$ cat src/rtl/wake_event_pkg.sv
// Operation
// - Event level, or a ring input fall, sets flag; flag holds until cleared
// - First register is word bits 8-15, index 01h
// - Second register is word bits 16-23, index 02h
// - Port 4 pin 7 latched, programmable polarity, debounce
// - Port 4 pins 6-0 behave like pin 7
// - Write one clears flag, zero keeps it
// - All flags read zero after reset
// - Power button press sets bit 7, debounced
// - Power flag clear also clears fixed companion flag
// - Legacy mode: button power-off clears power flag
// - Sleep button press sets bit 6, debounced
// - Sleep flag clear also clears fixed companion flag
// - Key 3 sets bit 5, only in key mode
// - Key 2 sets bit 4, only in key mode
// - Keyboard mode event sets bit 3
// - Pointer event sets bit 2
// - Falling ring input B sets bit 1
// - Falling ring input A sets bit 0
package wake_event_pkg;

  // Register indices; byte address is four times the index
  localparam logic [7:0]  IDX_GPIO_PORT4      = 8'h01;
  localparam logic [7:0]  IDX_BUTTONS_INPUTS  = 8'h02;
  localparam logic [7:0]  ADDR_GPIO_PORT4     = IDX_GPIO_PORT4 << 2;
  localparam logic [7:0]  ADDR_BUTTONS_INPUTS = IDX_BUTTONS_INPUTS << 2;
  localparam logic [7:0]  ADDR_CONTROL        = 8'h0c;
  localparam logic [7:0]  ADDR_IRQ_ENABLE     = 8'h10;
  localparam logic [7:0]  ADDR_IRQ_STATUS     = 8'h14;
  localparam logic [7:0]  ADDR_IRQ_CLEAR      = 8'h18;

  // Control register layout
  localparam int unsigned CTL_W               = 17;
  localparam int unsigned CTL_POL_LSB         = 0;
  localparam int unsigned CTL_DBEN_LSB        = 8;
  localparam int unsigned CTL_LEGACY_BIT      = 16;
  localparam logic [16:0] CTL_RESET           = 17'h000ff;

  // Flag positions inside the 16-bit status vector
  localparam int unsigned GPIO_PINS           = 8;
  localparam int unsigned BIT_RING_A          = 8;
  localparam int unsigned BIT_RING_B          = 9;
  localparam int unsigned BIT_POINTER         = 10;
  localparam int unsigned BIT_KEY1            = 11;
  localparam int unsigned BIT_KEY2            = 12;
  localparam int unsigned BIT_KEY3            = 13;
  localparam int unsigned BIT_SLEEP           = 14;
  localparam int unsigned BIT_POWER           = 15;
  localparam logic [15:0] STATUS_RESET        = 16'h0000;

  // Filter slots: port 4 pins, then the two buttons
  localparam int unsigned NUM_FILT            = 10;
  localparam int unsigned FLT_POWER           = 8;
  localparam int unsigned FLT_SLEEP           = 9;
  localparam logic [9:0]  FLT_RESET           = 10'h300;
  localparam logic [1:0]  RING_PREV_RESET     = 2'h3;

  // Debounce: least stable time, rounded up to cycles
  localparam int unsigned CLK_PERIOD_NS       = 20;
  localparam int unsigned DEBOUNCE_TIME_NS    = 1000000;
  localparam int unsigned DEBOUNCE_CYCLES     =
    (DEBOUNCE_TIME_NS + CLK_PERIOD_NS - 1) / CLK_PERIOD_NS;

endpackage : wake_event_pkg

$ cat src/rtl/wake_event_status_regs.sv
// Design decision made here: register access over APB.
module wake_event_status_regs
  import wake_event_pkg::*;
#(
  parameter int unsigned DEBOUNCE_CYCLES_P = DEBOUNCE_CYCLES
) (
  // Clock and reset
  input  wire logic        pclk,
  input  wire logic        presetn,
  // APB slave
  input  wire logic        psel,
  input  wire logic        penable,
  input  wire logic        pwrite,
  input  wire logic [7:0]  paddr,
  input  wire logic [31:0] pwdata,
  output logic      [31:0] prdata,
  output logic             pready,
  output logic             pslverr,
  // Event sources
  input  wire logic [7:0]  port4_pin_input,
  input  wire logic        power_button_input_n,
  input  wire logic        sleep_button_input_n,
  input  wire logic        main_power_off_by_button,
  input  wire logic        kbd_pm_key_mode,
  input  wire logic        key3_event,
  input  wire logic        key2_event,
  input  wire logic        key1_event,
  input  wire logic        pointer_event,
  input  wire logic        ring_indicate_port_a,
  input  wire logic        ring_indicate_port_b,
  // Status and side effects
  output logic      [15:0] wake_status,
  output logic             clear_fixed_power_button_flag,
  output logic             clear_fixed_sleep_button_flag,
  output logic             irq
);

  localparam int unsigned CNT_W = $clog2(DEBOUNCE_CYCLES_P + 1);

  typedef struct packed {
    logic [NUM_FILT-1:0][CNT_W-1:0] cnt;
    logic [NUM_FILT-1:0]            flt;
    logic [1:0]                     ring_prev;
    logic [15:0]                    status;
    logic [15:0]                    irq_en;
    logic [15:0]                    irq_sts;
    logic [CTL_W-1:0]               ctl;
    logic [31:0]                    rdata;
    logic                           ready;
    logic                           slverr;
    logic                           irq;
    logic                           clr_pb;
    logic                           clr_sb;
  } state_t;

  state_t st_q;
  state_t st_d;

  logic [NUM_FILT-1:0]            raw;
  logic [NUM_FILT-1:0]            filt_on;
  logic [NUM_FILT-1:0]            differ;
  logic [NUM_FILT-1:0]            cnt_done;
  logic [NUM_FILT-1:0]            flt_d;
  logic [NUM_FILT-1:0][CNT_W-1:0] cnt_d;
  logic [15:0]                    set_v;
  logic [15:0]                    sw_clr;
  logic [15:0]                    hw_clr;
  logic [15:0]                    clr_v;
  logic [7:0]                     gpio_active;
  logic                           setup;
  logic                           wr;
  logic                           hit_a;
  logic                           hit_b;
  logic                           hit_ctl;
  logic                           hit_en;
  logic                           hit_sts;
  logic                           hit_clr;

  assign raw = {sleep_button_input_n, power_button_input_n, port4_pin_input};

  // Stable-time filters; a change only passes after a full quiet period, except on port 4 pins with debounce off
  for (genvar i = 0; i < NUM_FILT; i++) begin : g_flt
    if (i < GPIO_PINS) begin : g_opt
      assign filt_on[i] = st_q.ctl[CTL_DBEN_LSB + i];
    end else begin : g_fix
      assign filt_on[i] = 1'b1;
    end
    assign differ[i]   = raw[i] != st_q.flt[i];
    assign cnt_done[i] = st_q.cnt[i] == CNT_W'(DEBOUNCE_CYCLES_P - 1);
    assign flt_d[i]    = (!filt_on[i] || (differ[i] && cnt_done[i])) ?
                         raw[i] : st_q.flt[i];
    assign cnt_d[i]    = (filt_on[i] && differ[i] && !cnt_done[i]) ?
                         CNT_W'(st_q.cnt[i] + 1'b1) : '0;
  end

  assign gpio_active = st_q.flt[GPIO_PINS-1:0] ~^ st_q.ctl[CTL_POL_LSB +: GPIO_PINS];

  always_comb begin
    set_v                = '0;
    set_v[7:0]           = gpio_active;
    set_v[BIT_POWER]     = !st_q.flt[FLT_POWER];
    set_v[BIT_SLEEP]     = !st_q.flt[FLT_SLEEP];
    set_v[BIT_KEY3]      = key3_event && kbd_pm_key_mode;
    set_v[BIT_KEY2]      = key2_event && kbd_pm_key_mode;
    set_v[BIT_KEY1]      = key1_event;
    set_v[BIT_POINTER]   = pointer_event;
    set_v[BIT_RING_B]    = st_q.ring_prev[1] && !ring_indicate_port_b;
    set_v[BIT_RING_A]    = st_q.ring_prev[0] && !ring_indicate_port_a;
  end

  // Bus decode; read data is captured in the setup cycle
  assign setup   = psel && !penable;
  assign wr      = psel && penable && st_q.ready && pwrite;
  assign hit_a   = paddr == ADDR_GPIO_PORT4;
  assign hit_b   = paddr == ADDR_BUTTONS_INPUTS;
  assign hit_ctl = paddr == ADDR_CONTROL;
  assign hit_en  = paddr == ADDR_IRQ_ENABLE;
  assign hit_sts = paddr == ADDR_IRQ_STATUS;
  assign hit_clr = paddr == ADDR_IRQ_CLEAR;

  always_comb begin
    sw_clr            = '0;
    if (wr && hit_a) begin
      sw_clr[7:0]     = pwdata[7:0];
    end
    if (wr && hit_b) begin
      sw_clr[15:8]    = pwdata[7:0];
    end
    hw_clr            = '0;
    hw_clr[BIT_POWER] = st_q.ctl[CTL_LEGACY_BIT] && main_power_off_by_button;
    clr_v             = sw_clr | hw_clr;
  end

  always_comb begin
    st_d           = st_q;
    st_d.cnt       = cnt_d;
    st_d.flt       = flt_d;
    st_d.ring_prev = {ring_indicate_port_b, ring_indicate_port_a};
    st_d.status    = (st_q.status & ~clr_v) | set_v;
    st_d.clr_pb    = wr && hit_b && pwdata[BIT_POWER - 8];
    st_d.clr_sb    = wr && hit_b && pwdata[BIT_SLEEP - 8];
    if (wr && hit_ctl) begin
      st_d.ctl     = pwdata[CTL_W-1:0];
    end
    if (wr && hit_en) begin
      st_d.irq_en  = pwdata[15:0];
    end
    // New events beat a same-cycle interrupt clear
    st_d.irq_sts   = (st_q.irq_sts & ~((wr && hit_clr) ? pwdata[15:0] : 16'h0000))
                     | (set_v & ~st_q.status);
    st_d.irq       = |(st_d.irq_sts & st_d.irq_en);
    // One-cycle access: ready follows every setup cycle
    st_d.ready     = setup;
    st_d.slverr    = setup && !(hit_a || hit_b || hit_ctl || hit_en || hit_sts || hit_clr);
    st_d.rdata     = '0;
    if (setup && !pwrite) begin
      case (1'b1)
        hit_a:   st_d.rdata = {24'h000000, st_q.status[7:0]};
        hit_b:   st_d.rdata = {24'h000000, st_q.status[15:8]};
        hit_ctl: st_d.rdata = {15'h0000, st_q.ctl};
        hit_en:  st_d.rdata = {16'h0000, st_q.irq_en};
        hit_sts: st_d.rdata = {16'h0000, st_q.irq_sts};
        default: st_d.rdata = '0;
      endcase
    end
  end

  always_ff @(posedge pclk or negedge presetn) begin
    if (!presetn) begin
      st_q.cnt       <= '0;
      st_q.flt       <= FLT_RESET;
      st_q.ring_prev <= RING_PREV_RESET;
      st_q.status    <= STATUS_RESET;
      st_q.irq_en    <= '0;
      st_q.irq_sts   <= '0;
      st_q.ctl       <= CTL_RESET;
      st_q.rdata     <= '0;
      st_q.ready     <= 1'b0;
      st_q.slverr    <= 1'b0;
      st_q.irq       <= 1'b0;
      st_q.clr_pb    <= 1'b0;
      st_q.clr_sb    <= 1'b0;
    end else begin
      st_q <= st_d;
    end
  end

  assign prdata                        = st_q.rdata;
  assign pready                        = st_q.ready;
  assign pslverr                       = st_q.slverr;
  assign wake_status                   = st_q.status;
  assign clear_fixed_power_button_flag = st_q.clr_pb;
  assign clear_fixed_sleep_button_flag = st_q.clr_sb;
  assign irq                           = st_q.irq;
endmodule : wake_event_status_regs

$ cat config.mk
export PLATFORM = sky130hd
export DESIGN_NAME = wake_event_status_regs
export DESIGN_NICKNAME = d
export VERILOG_FILES = /design/src/rtl/wake_event_pkg.sv /design/src/rtl/wake_event_status_regs.sv
export SDC_FILE = /design/constraint.sdc
export NUM_CORES = 1
export LEC_CHECK = 0
export BUFFER_PORTS_ARGS = -buffer_cell sky130_fd_sc_hd__buf_2
export CORE_MARGIN = 5
export CORE_UTILIZATION = 49
export CTS_CLUSTER_DIAMETER = 150
export CTS_CLUSTER_SIZE = 40
export DETAILED_ROUTE_END_ITERATION = 10
export PLACE_DENSITY_LB_ADDON = 0.08
export SLEW_MARGIN = 40
export SYNTH_ARGS = -nofsm -noshare
export SYNTH_HDL_FRONTEND = slang
export SYNTH_SLANG_ARGS = --single-unit
$ cat constraint.sdc
create_clock -name pclk -period 2.7 [get_ports pclk]
set_input_delay 0.27 -clock pclk [delete_from_list [all_inputs] [get_ports pclk]]
set_output_delay 0.27 -clock pclk [all_outputs]
set_load 0.005 [all_outputs]
==> impl_metrics.py <==
metrics = {
    "status": {
        "status": "completed",
    },
    "logic_synthesis": {
        "ys_warn_count": 0,
        "synthesis.area_mm2": 0.0122,
        "synth_cell_type_count": 52,
        "ys_seq_elements": 259,
        "async_flop_share": 1.00,
        "netlist_instances": 1198,
        "synth_edf_count": 0,
        "ys_seq_area_frac": 0.532,
        "synth_ff_type": "dfrtp_1",
        "synth_area_per_cell_um2": 10.2,
    },
    "critical_path": {
        "arrival_ns": 2.70,
        "cp-start-kind": "flop",
        "r2r-end": "irq",
        "reg2regPathDepth": 7,
        "worstSetupEndpointType": "flop",
        "startpoint": "pready",
        "cp.required_ns": 3.11,
        "rrSetupSlack_ns": 0.40,
        "reg2reg_from": "pready",
        "crit_type": "reg -> reg",
        "critPathMaxFanout": 9,
    },
    "grt": {
        "antenna_found_initial": 2,
        "grt_use_met2": 0.285,
        "grt_use_met3": 0.0258,
        "grtUsageTotal": 0.180,
        "grt_pass1_wl_um": 42100,
        "grt.busiest_layer": "met2",
        "grt-ovfl-total": 0,
        "grt.met1_usage": 0.268,
        "grt_max_degree": 64,
        "grt_pass1_vias": 8136,
    },
    "route": {
        "wire_per_inst_um": 16.1,
        "wirelength_um": 25500,
        "drt_first_pass_iters": 5,
        "antenna_left": 0,
        "vias_per_cell": 5.16,
        "drtIter0Drc": 539,
        "drc": 0,
        "via_count": 8177,
    },
    "floorplan": {
        "io_pins": 116,
        "die_x_um": 168,
        "initial_core_util": 0.500,
        "die-area_mm2": 0.0282,
        "coreArea_mm2": 0.0245,
        "rows": 57,
        "die_h_um": 168,
    },
    "cts": {
        "cts_tree": "done",
        "clock_path_buffers": 3,
        "clock_sinks": 259,
        "cts-resized-gates": 0,
        "insertion_delay_ns": 0.50,
        "cts_root_buf": "clkbuf_16",
        "ctsHoldBuffers": 6,
        "cts-htree-levels": 1,
        "cts_buffers": 10,
        "cts_setup_buffers": 0,
        "clk_pin_slew_ns": 0.15,
    },
    "sta": {
        "hold_violations": 0,
        "fin_setup_tns_ns": 0,
        "finClkSkew_ns": 0.0302,
        "period_needed_ns": 2.30,
        "slew_headroom": 0.577,
        "report.final.setup_viol": 0,
        "drv_slew": 0,
        "fmax_mhz": 435,
        "fin_crit_sh": 0.851,
        "tightest_slew_ns": 0.634,
        "whs_ns": 0.0341,
        "finalWorstSetupSlack_ns": 0.402,
        "rsz0062_at_grt": "false",
    },
    "min_path": {
        "min_to": "st_q[40]",
        "hold_path.class": "in -> reg",
        "whs_path_depth": 3,
        "worstHoldStart": "pwdata[3]",
    },
    "pwr": {
        "p_comb_frac": 0.043,
        "power.total_mw": 6.19,
        "swShare": 0.228,
        "internal-power_mw": 4.78,
        "p_leak_nw": 5.74,
        "p_sw_mw": 1.41,
        "seqPwrFrac": 0.633,
        "max-vdd-ir-drop_uv": 445,
        "p_clk_frac": 0.323,
        "power.density_mw_per_mm2": 469,
    },
    "placed_design": {
        "io_buffers": 85,
        "place_ws_ns": 0.264,
        "placed_cells": 1562,
        "dpl-instance-area_mm2": 0.0128,
        "routabilityCongestion": 0.824,
        "hpwl_um": 18300,
    },
    "cells_and_area": {
        "mostFrequentLayoutCells": "dfrtp_1 (247), nor2_1 (209), nand2_1 (111)",
        "syn_to_final_growth_pct": 7.88,
        "nets": 1330,
        "final_core_util": 0.539,
        "stdcell_count": 1585,
        "drive_gt1_frac": 0.137,
        "final_area_mm2": 0.0132,
        "final_common_cell": "dfrtp_1",
    },
    "run": {
        "cap_violations": 0,
    },
}
[how the worst max path moves through the flow]
stage | to | slack [ns] | cells past startpoint
2_1_floorplan | irq | 0.69 | 8
3_3_place_gp | irq | 0.25 | 8
3_5_place_dp | irq | 0.26 | 8
4_1_cts | irq | 0.40 | 7
5_1_grt | irq | 0.27 | 7
6_report | irq | 0.40 | 7
[synthesized netlist by cell type, types with 3 or more instances]
cell,instances,share of area
a211oi_1,8,0.0049
a21o_1,14,0.0086
a22o_1,8,0.0057
a31oi_1,8,0.0041
and3_1,42,0.021
buf_2,3,0.0012
buf_4,48,0.029
clkbuf_1,22,0.0068
dfrtp_1,247,0.51
dfstp_2,12,0.026
ha_1,10,0.010
inv_1,35,0.011
mux2_2,35,0.032
mux2_4,6,0.0074
mux2i_1,8,0.0066
nand2_1,111,0.034
nand2b_1,4,0.0020
nand3_1,74,0.030
nand4_1,17,0.0087
nor2_1,209,0.064
nor2b_1,6,0.0031
nor3_1,26,0.011
nor4_1,10,0.0051
nor4b_1,6,0.0043
o21ai_0,12,0.0049
o21ai_1,10,0.0041
o221ai_1,8,0.0057
o22ai_1,4,0.0020
o2bb2ai_1,8,0.0057
xnor2_1,73,0.052
xor2_1,85,0.061
[critical path, stage by stage (launching register included)]
cell and delay (ns):
dfrtp_1 0.39, and4_4 0.28, nand4_2 0.33, buf_4 0.31
a221o_1 0.32, a22o_1 0.24, nor4_2 0.26, nand2_1 0.07
[flip-flops by register name, summed over array words and instances, names as in the netlist]
register	count
clear_fixed_power_button_flag	1
clear_fixed_sleep_button_flag	1
filt_on	8
irq	1
prdata	17
pready	1
pslverr	1
st_q	213
wake_status	16
[metal layers]
layer	vias up	wire length, um
li1	4068	-
met1	3967	12500
met2	120	11500
met3	20	1130
met4	2	300
met5	-	7
[final cells by class]
type	instances	area, um2
Fill cell	2224	11300
Inverter	35	131
Sequential cell	259	6500
Clock inverter	1	30.0
Antenna cell	1	2.50
Clock buffer	14	287
Timing Repair Buffer	109	671
Tap cell	324	405
Multi-Input combinational cell	842	5160
[logic make-up after synthesis]
group / Yosys count / share of synthesized area
xor+xnor: 158 / 0.113
mux: 51 / 0.0480
other cells: 1 / 0.000307
compound gates: 87 / 0.0513
simple gates: 521 / 0.195
fa+ha+maj: 10 / 0.0102
flops: 259 / 0.532
buf+inv: 111 / 0.0504
[power groups by stage]
stage          sequential [mW]  clock [mW]  combinational, mW
2_1_floorplan             3.99           0              0.114
3_3_place_gp              3.99           0              0.267
3_5_place_dp              3.99           0              0.267
4_1_cts                   3.92        2.09              0.275
5_1_grt                   3.92        2.21              0.307
6_report                  3.92        2.00              0.268
(Power assumes the default switching activity.)
